### src/vic_params.svh
// Purpose: Named offsets, bit positions and reset values for the interrupt controller
// Assumes: Included by the controller and by the package user files
// Notes: Definitions only
`ifndef VIC_PARAMS_SVH
`define VIC_PARAMS_SVH

// Register byte offsets on the bus
`define VIC_ADDR_W 6
`define VIC_OFS_EN_MAIN 6'h00
`define VIC_OFS_EXT_CTRL 6'h04
`define VIC_OFS_EN_EXT1 6'h08
`define VIC_OFS_EN_EXT2 6'h0c
`define VIC_OFS_PRI_HIGH 6'h10
`define VIC_OFS_PRI_LOW 6'h14
`define VIC_OFS_FLAGS_A 6'h18
`define VIC_OFS_FLAGS_B 6'h1c
`define VIC_OFS_STATUS 6'h20

// Widths and reset values
`define VIC_NSRC 24
`define VIC_FLAG_W 51
`define VIC_FLAGB_W 19
`define VIC_XC_W 11
`define VIC_RST_BYTE 8'h00
`define VIC_RST_XC 11'h000
`define VIC_RST_PRI 24'h000000
`define VIC_RST_FLAGS 51'h0
`define VIC_EN_MAIN_MASK 8'hbf

// Main enable and external control bit positions
`define VIC_EN_GLOBAL 7
`define VIC_XC_TYPE0 0
`define VIC_XC_TYPE1 1
`define VIC_XC_EN2 2
`define VIC_XC_EN3 3
`define VIC_XC_TYPE2 4
`define VIC_XC_TYPE3 5
`define VIC_XC_HIGH_LO 6
`define VIC_XC_HIGH_HI 9
`define VIC_XC_ROUTE 10

// Request flag positions in the flag vector
`define VIC_F_EXT0 0
`define VIC_F_T0 1
`define VIC_F_EXT1 2
`define VIC_F_T1 3
`define VIC_F_U0RX 4
`define VIC_F_U0TX 5
`define VIC_F_T2OVF 6
`define VIC_F_T2EXT 7
`define VIC_F_EXT2 8
`define VIC_F_EXT3 9
`define VIC_F_SPI 10
`define VIC_F_ADC 11
`define VIC_F_MCD 12
`define VIC_F_RTC 13
`define VIC_F_BO0 14
`define VIC_F_BO1 15
`define VIC_F_WDT 16
`define VIC_F_START 17
`define VIC_F_STOP 18
`define VIC_F_U1RX 19
`define VIC_F_U1TX 20
`define VIC_F_KEY 21
`define VIC_F_TW0 22
`define VIC_F_AC0 23
`define VIC_F_T3OVF 24
`define VIC_F_T3EXT 25
`define VIC_F_T3LOW 26
`define VIC_F_AC1 27
`define VIC_F_U2RX 28
`define VIC_F_U2TX 29
`define VIC_F_T4OVF 30
`define VIC_F_T4EXT 31
`define VIC_F_T4LOW 32
`define VIC_F_U3RX 33
`define VIC_F_U3TX 34
`define VIC_F_TW1 35
`define VIC_F_AC2 36
`define VIC_F_ARR0_LO 37
`define VIC_F_ARR0_HI 43
`define VIC_F_ARR1_LO 44
`define VIC_F_ARR1_HI 50

// Source numbers whose flags hardware clears on vectoring
`define VIC_SRC_EXT0 5'h00
`define VIC_SRC_T0 5'h01
`define VIC_SRC_EXT1 5'h02
`define VIC_SRC_T1 5'h03
`define VIC_SRC_EXT2 5'h06
`define VIC_SRC_EXT3 5'h07

`endif

### src/vic_pkg.sv
// Purpose: Types shared by the interrupt controller
// Assumes: Nothing
// Notes: Offer state is Gray coded
package vic_pkg;
   typedef enum logic [0:0]
   {
      VIC_IDLE = 1'b0,
      VIC_OFFER = 1'b1
   } vic_state_t;
endpackage

### src/vic_controller.sv
// Purpose: Request gathering, enabling and four-level arbitration for the core
// Assumes: Peripheral set pulses on clk; external inputs asynchronous
// Notes: AHB-Lite slave, zero wait states, always OKAY
`timescale 1ns/1ps
`include "vic_params.svh"

module vic_controller
   import vic_pkg::*;
(
   input wire logic clk,
   input wire logic rst_b,
   input wire logic hsel,
   input wire logic [31:0] haddr,
   input wire logic [1:0] htrans,
   input wire logic hwrite,
   input wire logic [2:0] hsize,
   input wire logic [31:0] hwdata,
   input wire logic hready,
   output logic [31:0] hrdata,
   output logic hreadyout,
   output logic hresp,
   input wire logic [`VIC_FLAG_W-1:0] flagSetPulse,
   input wire logic [3:0] extIrqPin,
   input wire logic vectorAck,
   input wire logic retiPulse,
   output logic irqRequest,
   output logic [4:0] irqSource,
   output logic [1:0] irqPriority
);

////////////////////////////////////////////////////////////////////////////////
// Functions

   // Place four external values at their flag positions
   function automatic logic [`VIC_FLAG_W-1:0] placeExt(input logic [3:0] v);
      logic [`VIC_FLAG_W-1:0] r;
      r = `VIC_RST_FLAGS;
      r[`VIC_F_EXT0] = v[0];
      r[`VIC_F_EXT1] = v[1];
      r[`VIC_F_EXT2] = v[2];
      r[`VIC_F_EXT3] = v[3];
      return r;
   endfunction

   // Flags hardware clears when a source is vectored to
   function automatic logic [`VIC_FLAG_W-1:0] srcClr(input logic [4:0] s);
      logic [`VIC_FLAG_W-1:0] r;
      r = `VIC_RST_FLAGS;
      case (s)
         `VIC_SRC_T0: r[`VIC_F_T0] = 1'b1;
         `VIC_SRC_T1: r[`VIC_F_T1] = 1'b1;
         `VIC_SRC_EXT0: r[`VIC_F_EXT0] = 1'b1;
         `VIC_SRC_EXT1: r[`VIC_F_EXT1] = 1'b1;
         `VIC_SRC_EXT2: r[`VIC_F_EXT2] = 1'b1;
         `VIC_SRC_EXT3: r[`VIC_F_EXT3] = 1'b1;
         default: r = `VIC_RST_FLAGS;
      endcase
      return r;
   endfunction

   // Highest active level plus one, zero when none runs
   function automatic logic [2:0] ceilingOf(input logic [3:0] a);
      logic [2:0] r;
      r = 3'h0;
      for (int i = 0; i < 4; i++)
      begin
         if (a[i])
         begin
            r = 3'(i + 1);
         end
      end
      return r;
   endfunction

   // One-hot of the highest active level
   function automatic logic [3:0] topBit(input logic [3:0] a);
      logic [3:0] r;
      r = 4'h0;
      for (int i = 0; i < 4; i++)
      begin
         if (a[i])
         begin
            r = 4'(1 << i);
         end
      end
      return r;
   endfunction

   // Winner: highest level, lowest number on ties; {found, source, level}
   function automatic logic [7:0] pick(input logic [`VIC_NSRC-1:0] p,
                                       input logic [`VIC_NSRC-1:0] hi,
                                       input logic [`VIC_NSRC-1:0] lo);
      logic [7:0] r;
      r = 8'h00;
      for (int i = `VIC_NSRC - 1; i >= 0; i--)
      begin
         if (p[i] && (!r[7] || {hi[i], lo[i]} >= r[1:0]))
         begin
            r = {1'b1, 5'(i), hi[i], lo[i]};
         end
      end
      return r;
   endfunction

////////////////////////////////////////////////////////////////////////////////
// Declarations

   logic [1:0] rstSync_ff;
   logic rstN;
   logic [3:0] extMeta_ff;
   logic [3:0] extSync_ff;
   logic [3:0] extPrevAct_ff;
   logic [3:0] extAct;
   logic wrEn_ff;
   logic [`VIC_ADDR_W-1:0] wrAddr_ff;
   logic [31:0] hrdata_ff;
   logic hreadyout_ff;
   logic hresp_ff;
   logic [7:0] enMain_ff;
   logic [`VIC_XC_W-1:0] extCtrl_ff;
   logic [7:0] enExt1_ff;
   logic [7:0] enExt2_ff;
   logic [`VIC_NSRC-1:0] priHigh_ff;
   logic [`VIC_NSRC-1:0] priLow_ff;
   logic [`VIC_FLAG_W-1:0] flags_ff;
   logic [3:0] active_ff;
   vic_state_t state_ff;
   vic_state_t nxt_state;
   logic irqRequest_ff;
   logic [4:0] irqSource_ff;
   logic [1:0] irqPriority_ff;

////////////////////////////////////////////////////////////////////////////////
// Reset release and pin synchronisers

   // Reset is released through two flip-flops
   always_ff @(posedge clk or negedge rst_b)
   begin
      if (!rst_b)
         rstSync_ff <= 2'h0;
      else
         rstSync_ff <= {rstSync_ff[0], 1'b1};
   end
   assign rstN = rstSync_ff[1];

   // External inputs cross into clk before any use
   always_ff @(posedge clk or negedge rstN)
   begin
      if (!rstN)
      begin
         extMeta_ff <= 4'h0;
         extSync_ff <= 4'h0;
         extPrevAct_ff <= 4'hf;
      end
      else
      begin
         extMeta_ff <= extIrqPin;
         extSync_ff <= extMeta_ff;
         extPrevAct_ff <= extAct;
      end
   end

////////////////////////////////////////////////////////////////////////////////
// Bus decode

   wire addrPhase = hsel & htrans[1] & hready;
   wire [`VIC_ADDR_W-1:0] busAddr = haddr[`VIC_ADDR_W-1:0];
   wire wrMain = wrEn_ff && wrAddr_ff == `VIC_OFS_EN_MAIN;
   wire wrXc = wrEn_ff && wrAddr_ff == `VIC_OFS_EXT_CTRL;
   wire wrExt1 = wrEn_ff && wrAddr_ff == `VIC_OFS_EN_EXT1;
   wire wrExt2 = wrEn_ff && wrAddr_ff == `VIC_OFS_EN_EXT2;
   wire wrPriH = wrEn_ff && wrAddr_ff == `VIC_OFS_PRI_HIGH;
   wire wrPriL = wrEn_ff && wrAddr_ff == `VIC_OFS_PRI_LOW;
   wire wrFlA = wrEn_ff && wrAddr_ff == `VIC_OFS_FLAGS_A;
   wire wrFlB = wrEn_ff && wrAddr_ff == `VIC_OFS_FLAGS_B;

////////////////////////////////////////////////////////////////////////////////
// Next register values

   // Control registers take the data phase word
   wire [7:0] nxt_enMain = wrMain ? (hwdata[7:0] & `VIC_EN_MAIN_MASK) : enMain_ff;
   wire [`VIC_XC_W-1:0] nxt_extCtrl = wrXc ? hwdata[`VIC_XC_W-1:0] : extCtrl_ff;
   wire [7:0] nxt_enExt1 = wrExt1 ? hwdata[7:0] : enExt1_ff;
   wire [7:0] nxt_enExt2 = wrExt2 ? hwdata[7:0] : enExt2_ff;
   wire [`VIC_NSRC-1:0] nxt_priHigh = wrPriH ? hwdata[`VIC_NSRC-1:0] : priHigh_ff;
   wire [`VIC_NSRC-1:0] nxt_priLow = wrPriL ? hwdata[`VIC_NSRC-1:0] : priLow_ff;

   // External trigger: polarity, edge or level
   wire [3:0] extHigh = extCtrl_ff[`VIC_XC_HIGH_HI:`VIC_XC_HIGH_LO];
   wire [3:0] extEdgeMode = {extCtrl_ff[`VIC_XC_TYPE3], extCtrl_ff[`VIC_XC_TYPE2],
                             extCtrl_ff[`VIC_XC_TYPE1], extCtrl_ff[`VIC_XC_TYPE0]};
   assign extAct = ~(extSync_ff ^ extHigh);
   wire [3:0] extEdge = extAct & ~extPrevAct_ff & extEdgeMode;
   wire [`VIC_FLAG_W-1:0] levelMask = placeExt(~extEdgeMode);
   wire [`VIC_FLAG_W-1:0] levelVal = placeExt(extAct);

   // Hand-off to the core
   wire take = vectorAck & (state_ff == VIC_OFFER);
   wire [`VIC_FLAG_W-1:0] ackClr = take ? srcClr(irqSource_ff) : `VIC_RST_FLAGS;

   // Flags: software write, then vector clear, then hardware set wins
   wire [`VIC_FLAG_W-1:0] swBase = {wrFlB ? hwdata[`VIC_FLAGB_W-1:0] : flags_ff[`VIC_FLAG_W-1:32],
                                    wrFlA ? hwdata : flags_ff[31:0]};
   wire [`VIC_FLAG_W-1:0] hwSet = (flagSetPulse & ~placeExt(4'hf)) | placeExt(extEdge);
   wire [`VIC_FLAG_W-1:0] flagsCore = (swBase & ~ackClr) | hwSet;
   wire [`VIC_FLAG_W-1:0] nxt_flags = (flagsCore & ~levelMask) | (levelVal & levelMask);

   // Routine levels: return frees the top one, vectoring adds one
   wire [3:0] retiClr = retiPulse ? topBit(active_ff) : 4'h0;
   wire [3:0] takeSet = take ? 4'(1 << irqPriority_ff) : 4'h0;
   wire [3:0] nxt_active = (active_ff & ~retiClr) | takeSet;

////////////////////////////////////////////////////////////////////////////////
// Source requests

   wire [`VIC_FLAG_W-1:0] f = flags_ff;
   wire sysReq = f[`VIC_F_START] | f[`VIC_F_STOP]
               | (extCtrl_ff[`VIC_XC_ROUTE] & f[`VIC_F_U0TX]);
   wire sysReqAll = sysReq | f[`VIC_F_MCD] | f[`VIC_F_RTC] | f[`VIC_F_BO0]
                  | f[`VIC_F_BO1] | f[`VIC_F_WDT];
   wire [`VIC_NSRC-1:0] srcReq;
   assign srcReq[0] = f[`VIC_F_EXT0];
   assign srcReq[1] = f[`VIC_F_T0];
   assign srcReq[2] = f[`VIC_F_EXT1];
   assign srcReq[3] = f[`VIC_F_T1];
   assign srcReq[4] = f[`VIC_F_U0RX] | f[`VIC_F_U0TX];
   assign srcReq[5] = f[`VIC_F_T2OVF] | f[`VIC_F_T2EXT];
   assign srcReq[6] = f[`VIC_F_EXT2];
   assign srcReq[7] = f[`VIC_F_EXT3];
   assign srcReq[8] = f[`VIC_F_SPI];
   assign srcReq[9] = f[`VIC_F_ADC];
   assign srcReq[10] = |f[`VIC_F_ARR0_HI:`VIC_F_ARR0_LO];
   assign srcReq[11] = sysReqAll;
   assign srcReq[12] = f[`VIC_F_U1RX] | f[`VIC_F_U1TX];
   assign srcReq[13] = f[`VIC_F_KEY];
   assign srcReq[14] = f[`VIC_F_TW0];
   assign srcReq[15] = f[`VIC_F_AC0];
   assign srcReq[16] = f[`VIC_F_T3OVF] | f[`VIC_F_T3EXT] | f[`VIC_F_T3LOW];
   assign srcReq[17] = f[`VIC_F_AC1];
   assign srcReq[18] = f[`VIC_F_U2RX] | f[`VIC_F_U2TX];
   assign srcReq[19] = f[`VIC_F_T4OVF] | f[`VIC_F_T4EXT] | f[`VIC_F_T4LOW];
   assign srcReq[20] = f[`VIC_F_U3RX] | f[`VIC_F_U3TX];
   assign srcReq[21] = |f[`VIC_F_ARR1_HI:`VIC_F_ARR1_LO];
   assign srcReq[22] = f[`VIC_F_TW1];
   assign srcReq[23] = f[`VIC_F_AC2];

   // Enables in source order
   wire [`VIC_NSRC-1:0] srcEn = {enExt2_ff, enExt1_ff, extCtrl_ff[`VIC_XC_EN3],
                                 extCtrl_ff[`VIC_XC_EN2], enMain_ff[5:0]};

   // Only levels above the running routine may be offered
   wire [2:0] ceiling = ceilingOf(active_ff);
   logic [`VIC_NSRC-1:0] aboveRun;
   always_comb
   begin
      for (int i = 0; i < `VIC_NSRC; i++)
      begin
         aboveRun[i] = {1'b0, priHigh_ff[i], priLow_ff[i]} >= ceiling;
      end
   end

   wire [`VIC_NSRC-1:0] pending = srcReq & srcEn & {`VIC_NSRC{enMain_ff[`VIC_EN_GLOBAL]}};
   wire [7:0] win = pick(pending & aboveRun, priHigh_ff, priLow_ff);
   wire winFound = win[7];

////////////////////////////////////////////////////////////////////////////////
// Offer state

   // A taken offer drops for one cycle so cleared flags settle
   always_comb
   begin
      unique case (state_ff)
         VIC_IDLE: nxt_state = winFound ? VIC_OFFER : VIC_IDLE;
         VIC_OFFER: nxt_state = (take || !winFound) ? VIC_IDLE : VIC_OFFER;
      endcase
   end

////////////////////////////////////////////////////////////////////////////////
// Read mux, from next values so a write shows at once

   wire [31:0] status = {20'h0, irqPriority_ff, irqSource_ff, irqRequest_ff, nxt_active};
   wire [31:0] readVal =
      (busAddr == `VIC_OFS_EN_MAIN) ? {24'h0, nxt_enMain} :
      (busAddr == `VIC_OFS_EXT_CTRL) ? {21'h0, nxt_extCtrl} :
      (busAddr == `VIC_OFS_EN_EXT1) ? {24'h0, nxt_enExt1} :
      (busAddr == `VIC_OFS_EN_EXT2) ? {24'h0, nxt_enExt2} :
      (busAddr == `VIC_OFS_PRI_HIGH) ? {8'h0, nxt_priHigh} :
      (busAddr == `VIC_OFS_PRI_LOW) ? {8'h0, nxt_priLow} :
      (busAddr == `VIC_OFS_FLAGS_A) ? nxt_flags[31:0] :
      (busAddr == `VIC_OFS_FLAGS_B) ? {13'h0, nxt_flags[`VIC_FLAG_W-1:32]} :
      (busAddr == `VIC_OFS_STATUS) ? status : 32'h0;

////////////////////////////////////////////////////////////////////////////////
// Bus slave registers

   // Address phase captured; slave never stalls
   always_ff @(posedge clk or negedge rstN)
   begin
      if (!rstN)
      begin
         wrEn_ff <= 1'b0;
         wrAddr_ff <= 6'h00;
         hrdata_ff <= 32'h0;
         hreadyout_ff <= 1'b1;
         hresp_ff <= 1'b0;
      end
      else
      begin
         wrEn_ff <= addrPhase & hwrite;
         wrAddr_ff <= busAddr;
         hrdata_ff <= (addrPhase & ~hwrite) ? readVal : 32'h0;
         hreadyout_ff <= 1'b1;
         hresp_ff <= 1'b0;
      end
   end

////////////////////////////////////////////////////////////////////////////////
// Control and flag registers

   always_ff @(posedge clk or negedge rstN)
   begin
      if (!rstN)
      begin
         enMain_ff <= `VIC_RST_BYTE;
         extCtrl_ff <= `VIC_RST_XC;
         enExt1_ff <= `VIC_RST_BYTE;
         enExt2_ff <= `VIC_RST_BYTE;
         priHigh_ff <= `VIC_RST_PRI;
         priLow_ff <= `VIC_RST_PRI;
         flags_ff <= `VIC_RST_FLAGS;
      end
      else
      begin
         enMain_ff <= nxt_enMain;
         extCtrl_ff <= nxt_extCtrl;
         enExt1_ff <= nxt_enExt1;
         enExt2_ff <= nxt_enExt2;
         priHigh_ff <= nxt_priHigh;
         priLow_ff <= nxt_priLow;
         flags_ff <= nxt_flags;
      end
   end

////////////////////////////////////////////////////////////////////////////////
// Arbitration outputs

   // Offer holds the current winner while in the offer state
   always_ff @(posedge clk or negedge rstN)
   begin
      if (!rstN)
      begin
         state_ff <= VIC_IDLE;
         active_ff <= 4'h0;
         irqRequest_ff <= 1'b0;
         irqSource_ff <= 5'h00;
         irqPriority_ff <= 2'h0;
      end
      else
      begin
         state_ff <= nxt_state;
         active_ff <= nxt_active;
         irqRequest_ff <= (nxt_state == VIC_OFFER);
         irqSource_ff <= (nxt_state == VIC_OFFER) ? win[6:2] : irqSource_ff;
         irqPriority_ff <= (nxt_state == VIC_OFFER) ? win[1:0] : irqPriority_ff;
      end
   end

   assign hrdata = hrdata_ff;
   assign hreadyout = hreadyout_ff;
   assign hresp = hresp_ff;
   assign irqRequest = irqRequest_ff;
   assign irqSource = irqSource_ff;
   assign irqPriority = irqPriority_ff;

endmodule

### config.mk
export PLATFORM = sky130hd
export DESIGN_NAME = vic_controller
export DESIGN_NICKNAME = d
export VERILOG_FILES = /design/src/vic_pkg.sv /design/src/vic_controller.sv
export VERILOG_INCLUDE_DIRS = /design/src
export SDC_FILE = /design/constraint.sdc
export NUM_CORES = 1
export LEC_CHECK = 0
export ABC_AREA = 1
export BUFFER_PORTS_ARGS = -buffer_cell sky130_fd_sc_hd__buf_2
export CAP_MARGIN = 20
export CELL_PAD_IN_SITES_DETAIL_PLACEMENT = 0
export CELL_PAD_IN_SITES_GLOBAL_PLACEMENT = 1
export CORE_MARGIN = 2
export CORE_UTILIZATION = 30
export CTS_BUF_LIST = sky130_fd_sc_hd__clkbuf_16
export DETAILED_ROUTE_END_ITERATION = 6
export GPL_ROUTABILITY_DRIVEN = 0
export PLACE_DENSITY_LB_ADDON = 0.25
export SYNTH_ARGS = -nofsm -noshare
export SYNTH_HDL_FRONTEND = slang
export SYNTH_SLANG_ARGS = --single-unit
export TNS_END_PERCENT = 30
### constraint.sdc
create_clock -name clk -period 11.4 [get_ports clk]
set_input_delay 1.14 -clock clk [delete_from_list [all_inputs] [get_ports clk]]
set_output_delay 1.14 -clock clk [all_outputs]
set_load 0.005 [all_outputs]
-- Word-level counts from Yosys, hierarchy flattened
Index checks and enable logic that the tools add are counted.
- register bits after elaboration: 199
- bits in latches: 0
- RAM bits: 0
- memory bits (read-only): 0
- input bits: 131
- output and inout port bits: 42
- word-level logic and storage cells: 276
- memories kept: 0
- add/subtract/negate cells: 0
- $mul: 0
- divide/modulo/power cells: 0
- $lt $le $gt $ge: 47
- equality and inequality tests: 20
- shifts and indexed selects: 1
- multiplexer cells: 62
- bitwise operators: 44
- reductions and logical operators: 84
- operator list (kind ; count):
    $mux W32 ; 9
    $mux W8 ; 27
    $and A51 B51 Y51 ; 2
    $not A10 Y51 ; 2
    $or A51 B10 Y51 ; 2
    $and A24 B24 Y24 ; 3
    $ge A2 B3 Y1 ; 24
    $or A51 B51 Y51 ; 1
    $eq A6 B5 Y1 const B ; 8
    $mux W24 ; 2
    $ge A2 B2 Y1 ; 23
    $mux W19 ; 2
    $logic_and A1 B1 Y1 ; 31
    $eq A6 B4 Y1 const B ; 4
    $logic_not A1 Y1 ; 24
    $logic_or A1 B1 Y1 ; 24
    $mux W4 ; 5
    $not A4 Y4 ; 4
    $or A1 B1 Y1 ; 16
    $reduce_or A7 Y1 ; 2
    $and A4 B4 Y4 ; 3
    $eq A6 B3 Y1 const B ; 2
    $logic_not A6 Y1 ; 2
    $mux W12 ; 1
    other kinds (16) ; 35

-- Logic depth before layout (Yosys ltp)
- word-level depth: 107
- depth in mapped cells: 200
- gate-level depth less buffers: 200

-- Worst setup path before layout
Ideal clock, no wire load.
- kind: register -> register
- from: register active_ff[1]
- to: register irqSource_ff[4] (netlist: irqSource[4])
- arrival: 21578 ps
- data required time: 11324 ps
- path slack: -10254 ps
- stages on the path, launching flop included: 181
- buffers on the path: 0
- clock period less this slack: 21654 ps
- cell sequence: dfrtp_1 o21ai_0 ha_1 nand2_1 nand2_1 nand2_2 nor2_1 ha_1 inv_1 nand2_1 a21oi_1 nand3_1 nand2_1 nand2_1 o21ai_0 ha_1 inv_1 nand2_1 [... 145 more ...] inv_1 ha_1 o21ai_0 nand3b_1 nand2_1 inv_1 nand2_1 nand2_1 ha_1 inv_1 nand2_1 a21oi_1 nand2_1 nand2_1 nand2_1 nor3_1 nand3_1 o21ai_1
- word-level cells in the longest chain between the ends: 102
- elaborated cells on any way between the ends: 149
- classes of those cells: 47 x order compare; 30 x mux; 1 x bitwise; 71 x reduce/logical
- ends and longest elaborated chain (item ; line ; source):
    from (decl) ; vic_controller.sv:126 ; logic [3:0] active_ff;
    from (signal assigned) ; vic_controller.sv:361 ; active_ff <= nxt_active;
    $mux W3 (*) (3 in a row) ; vic_controller.sv:67 ; if (a[i])
    $ge A2 B3 Y1 ; vic_controller.sv:258 ; aboveRun[i] = {1'b0, priHigh_ff[i], priLow_ff[i]} >= ceiling;
    $and A24 B24 Y24 (*) ; vic_controller.sv:263 ; wire [7:0] win = pick(pending & aboveRun, priHigh_ff, priLow_ff);
    $mux W8 ; vic_controller.sv:97 ; if (p[i] && (!r[7] || {hi[i], lo[i]} >= r[1:0]))
    $ge A2 B2 Y1 or $logic_not A1 Y1 (tied branches) ; vic_controller.sv:97 ;
    $logic_or A1 B1 Y1 ; vic_controller.sv:97 ;
    $logic_and A1 B1 Y1 ; vic_controller.sv:97 ;
    $mux W8 ; vic_controller.sv:97 ;
    [... 84 more ...] ; -- ;
    $ge A2 B2 Y1 or $logic_not A1 Y1 (tied branches) ; vic_controller.sv:97 ;
    $logic_or A1 B1 Y1 ; vic_controller.sv:97 ;
    $logic_and A1 B1 Y1 ; vic_controller.sv:97 ;
    $mux W8 (*) ; vic_controller.sv:97 ;
    $logic_not A1 Y1 ; vic_controller.sv:274 ; VIC_OFFER: nxt_state = (take || !winFound) ? VIC_IDLE : VIC_OFFER;
    $logic_or A1 B1 Y1 ; vic_controller.sv:274 ;
    $mux W1 ; vic_controller.sv:274 ;
    $pmux W1 S2 ; vic_controller.sv:272 ; unique case (state_ff)
    to (signal assigned) ; vic_controller.sv:363 ; irqSource_ff <= (nxt_state == VIC_OFFER) ? win[6:2] : irqSource_ff;
    to (decl) ; vic_controller.sv:130 ; logic [4:0] irqSource_ff;
Mark *: on every way between the ends. The rest lies on a longest branch, timed or not.
A chain may end at the register's enable or synchronous reset.

-- Worst setup path after layout
- from: register active_ff[3]
- to: register irqSource_ff[2] (netlist: irqSource[2])
- word-level cells in the longest chain between the ends: 100
- elaborated cells on any way between the ends: 147
- classes of those cells: 47 x order compare; 28 x mux; 1 x bitwise; 71 x reduce/logical
- ends and longest elaborated chain (item ; line):
    $mux W3 (*) ; vic_controller.sv:67
    $ge A2 B3 Y1 ; vic_controller.sv:258
    $and A24 B24 Y24 (*) ; vic_controller.sv:263
    $mux W8 ; vic_controller.sv:97
    $ge A2 B2 Y1 or $logic_not A1 Y1 (tied branches) ; vic_controller.sv:97
    $logic_or A1 B1 Y1 ; vic_controller.sv:97
    $logic_and A1 B1 Y1 ; vic_controller.sv:97
    $mux W8 ; vic_controller.sv:97
    [... 84 more ...] ; --
    $ge A2 B2 Y1 or $logic_not A1 Y1 (tied branches) ; vic_controller.sv:97
    $logic_or A1 B1 Y1 ; vic_controller.sv:97
    $logic_and A1 B1 Y1 ; vic_controller.sv:97
    $mux W8 (*) ; vic_controller.sv:97
    $logic_not A1 Y1 ; vic_controller.sv:274
    $logic_or A1 B1 Y1 ; vic_controller.sv:274
    $mux W1 ; vic_controller.sv:274
    $pmux W1 S2 ; vic_controller.sv:272
Marked as above.

==> results by group <==
Placement
  • Port buffer count: ~140
  • Detailed Place HPWL: 32200 microns
  • Pre-CTS setup slack: -8.89 ns
  • Cell total after placement: roughly 2200

Global route
  • Gr usage total: 22.0%
  • Global-route wire length before repair: 64800 microns
  • Initial antenna violation count: 1
  • Largest net degree at the start of global routing: 79
  • Vias in the first global route: ~11000
  • Grt ovf: 0

Route
  • Avg WL per Cell: about 19 microns
  • Final wirelength: 43300 microns
  • Vias per inst: 4.92
  • Detailed Route Iter0 Violations: 867
  • Vias post-DR: about 11000
  • DRC viols: 0
  • Antenna viol nets, final: 0
  • Pre-antenna DRT Iters: 5

Clock network
  • Worst-path clk slew: 0.08 ns
  • H-tree levels: 4
  • CTS tree: done
  • Clock Latency Late Sink: 0.45 ns
  • Clock root buffer: clkbuf_16
  • CTS Sinks: 199
  • Hold Buf Count CTS: 0
  • Clock buffer count from CTS: 17
  • CTS max path bufs: 2

Finish
  • Diode count: 0
  • Layout Nets: 1968
  • Syn-to-layout area delta: 36.3%
  • Post-layout util: 41.4%
  • Layout cells sized above 1: roughly a third
  • Fillers: ~3900
  • Finished Layout Cells: approximately 2300

Synth
  • Most numerous cell in the Yosys netlist: nand2_1
  • Cells after Synth: 1429
  • Top post-synthesis cells by area: dfrtp_1, nand2_1, o21ai_0
  • Synth Flop Type: dfrtp_1
  • Synth warn: 0
  • Synth cell count leaders: nand2_1, dfrtp_1, inv_1, o21ai_0, nor2_1
  • Yosys top cell by area: dfrtp_1
  • Synth top area share: between 40% and 50%
  • Sequential element share of the synthesized area: 43.6%
  • Number of synthesized flops with an enable pin: 0
  • Yosys reg bits: 199
  • Post-synth ARST share: 100%
  • Synth unique cells: 53
  • Avg Inst Size Synth: 7.99 sq um
  • Syn Std Cell Area: 0.0114 sq mm

STA
  • F_max: 50.5 MHz
  • # setup viols final: 7
  • Hold slack: 0.350 ns
  • Max-slew violation count: 0
  • Relative slew slack: 32.3%
  • Worst Setup Slack, final: -8.40 ns
  • Post-Route Skew: 0.0118 ns
  • Actual slew at the worst max-slew pin: 1.01 ns
  • Final period util: 174%
  • Final hold vios: 0
  • Post-layout min period: 19.80 ns
  • Unrepaired setup endpoints after global routing: true

Power
  • Tot Pwr: 4.29 mW
  • Sw frac: between 40% and 50%
  • Power share of the clock group: 14.1%
  • Reg power frac: 18.4%
  • Psw: 1.78 mW
  • Power per cell area: 276 mW/mm^2
  • Logic pwr share: 67.5%
  • Pleak: 7.77 nW
  • Maximum vdd drop: 0.000188 V
  • Internal: about 2.5 mW

Floorplanning
  • Starting Density: between 30% and 40%
  • Die H: 199 microns
  • Die area: 0.0397 sq mm
  • Total core area: 0.0376 sq mm
  • Cell Rows: 71
  • Die X-Extent: approximately 200 microns
  • Ports: 173

Critical path
  • Most frequent CP cell: nand2_2
  • Crit-path max FO: 5
  • Reg2reg end: irqSource[2]$_DFFE_PN0P_
  • Startpoint types: flip-flop
  • R2r worst-path depth: 185
  • Reg2Reg Setup Slack: -8.40 ns
  • Arr. time, crit path: around 20 ns
  • Critical path endpoint category: flip-flop
  • Req. time, crit path: 11.78 ns
  • Crit Path Class: reg2reg
  • RR Startpoint: active_ff[3]$_DFF_PN0_
  • Slowest Stage Delay on Critical Path: 0.40 ns
  • CP max-delay cell: dfrtp_1

Status
  • Status: complete, but fails checks
  • Failing checks: negative setup slack

Flow run
  • Max-Cap Viols: 0

Hold path
  • Worst Min Path Start: extMeta_ff[0]$_DFF_PN0_
  • Hold EP: extSync_ff[0]$_DFF_PN0_
  • Worst Hold Depth: 0
  • Worst hold path class: reg2reg
-- critical path: cells and delay by family (launching register included) --
kind            cells  cell delay, ns
compound gates     40            3.42
flops               1            0.40
simple gates       98            8.03
buf+inv            23            1.46
fa+ha+maj          24            6.40
-- metrics by stage --
step | setup TNS [ns] | instance area [sq um]
finish | -58.15 | 15600
global route | -70.78 | 15600
CTS | -58.43 | 14900
detailed placement | -61.23 | 14100
global placement | -56.43 | 14100
floorplan | -56.45 | 11500
-- power by group through the flow --
stage | combinational [mW] | sequential [mW] | clock (mW)
after global routing | 3.21 | 0.796 | 0.640
after floorplan | 1.24 | 0.794 | 0
final | 2.90 | 0.791 | 0.605
after CTS | 2.45 | 0.791 | 0.616
after global placement | 2.18 | 0.804 | 0
after detailed placement | 2.20 | 0.805 | 0
-- worst max path at each step --
| stage | start | to | slack (ns) | cells after the start |
|---|---|---|---|---|
| after floorplan | active_ff[1]$_DFF_PN0_ | irqSource[4]$_DFFE_PN0P_ | -8.20 | 182 |
| after global placement | active_ff[3]$_DFF_PN0_ | irqSource[4]$_DFFE_PN0P_ | -8.16 | 185 |
| after detailed placement | active_ff[3]$_DFF_PN0_ | irqSource[3]$_DFFE_PN0P_ | -8.89 | 187 |
| after CTS | active_ff[1]$_DFF_PN0_ | irqSource[3]$_DFFE_PN0P_ | -8.45 | 184 |
| after global routing | active_ff[3]$_DFF_PN0_ | irqSource[2]$_DFFE_PN0P_ | -10.18 | 186 |
| final | active_ff[3]$_DFF_PN0_ | irqSource[2]$_DFFE_PN0P_ | -8.40 | 185 |
-- final cells by class --
| class | count | area, sq um | area share [%] |
|---|---|---|---|
| clock buffers | 17 | 425 | 2.73 |
| clock inverters | 15 | 141 | 0.908 |
| inverters | 204 | 771 | 4.95 |
| multi-input cells | 984 | 6100 | 39.2 |
| flip-flops and latches | 199 | 4990 | 32.0 |
| well taps | 511 | 639 | 4.11 |
| repair buffers | 375 | 2510 | 16.1 |
-- routing by layer --
| layer | share of wire (%) | up-vias | track usage, % |
|---|---|---|---|
| li1 | - | 5476 | - |
| met1 | 46 | 5504 | 31.2 |
| met2 | 46 | 303 | 34.8 |
| met3 | 5.2 | 51 | 3.21 |
| met4 | 2.1 | 2 | 6.19 |
| met5 | 0.023 | - | 0 |
-- cells by family (layout without fill, tap and decap cells) --
logic type	after synthesis	count (layout)	share of synthesized area, %
AOI/OAI and AO/OA	334	334	17.3
xor gates and xnor gates	4	4	0.307
adders and majority gates	56	56	6.13
buffers and inverters	247	611	8.28
DFF	199	199	43.6
muxes	2	2	0.197
other	2	3	0.0657
and+or+nand+nor	585	585	24.1
-- timing repair --
action                                  4_1_cts  5_1_grt
pin swaps                                    38      112
endpoints found under the setup margin        7        7
buffers inserted                             22       28
gates resized for setup                      38       88
-- registers in the layout, indices dropped and copies added, names as in the netlist, 6 cells and up --
register and count:
f 51, enExt2_ff 8, priLow_ff 24, wrAddr_ff 6, priHigh_ff 24, enExt1_ff 8
extCtrl_ff 11, hrdata 32, enMain_ff 8
-- cells in the final DEF (no fill, tap or decap), types with 10 or more instances in the layout --
cell type / Yosys / layout
a211o_1: 19 / 19
a21oi_1: 58 / 47
a21oi_2: 1 / 12
a22oi_1: 10 / 10
a31oi_1: 18 / 18
buf_2: 0 / 136
buf_4: 3 / 235
clkbuf_16: 0 / 17
dfrtp_1: 195 / 194
ha_1: 56 / 45
ha_4: 0 / 11
inv_1: 195 / 181
inv_2: 7 / 19
nand2_1: 297 / 261
nand2_2: 36 / 59
nand2_4: 17 / 30
nand3_1: 79 / 67
nand3_2: 19 / 30
nand4_1: 10 / 10
nor2_1: 90 / 76
nor2_2: 0 / 11
nor3_1: 19 / 17
o21ai_0: 169 / 140
o21ai_1: 7 / 13
o21ai_2: 0 / 20
No activity file was read; power rests on OpenSTA's default activity.
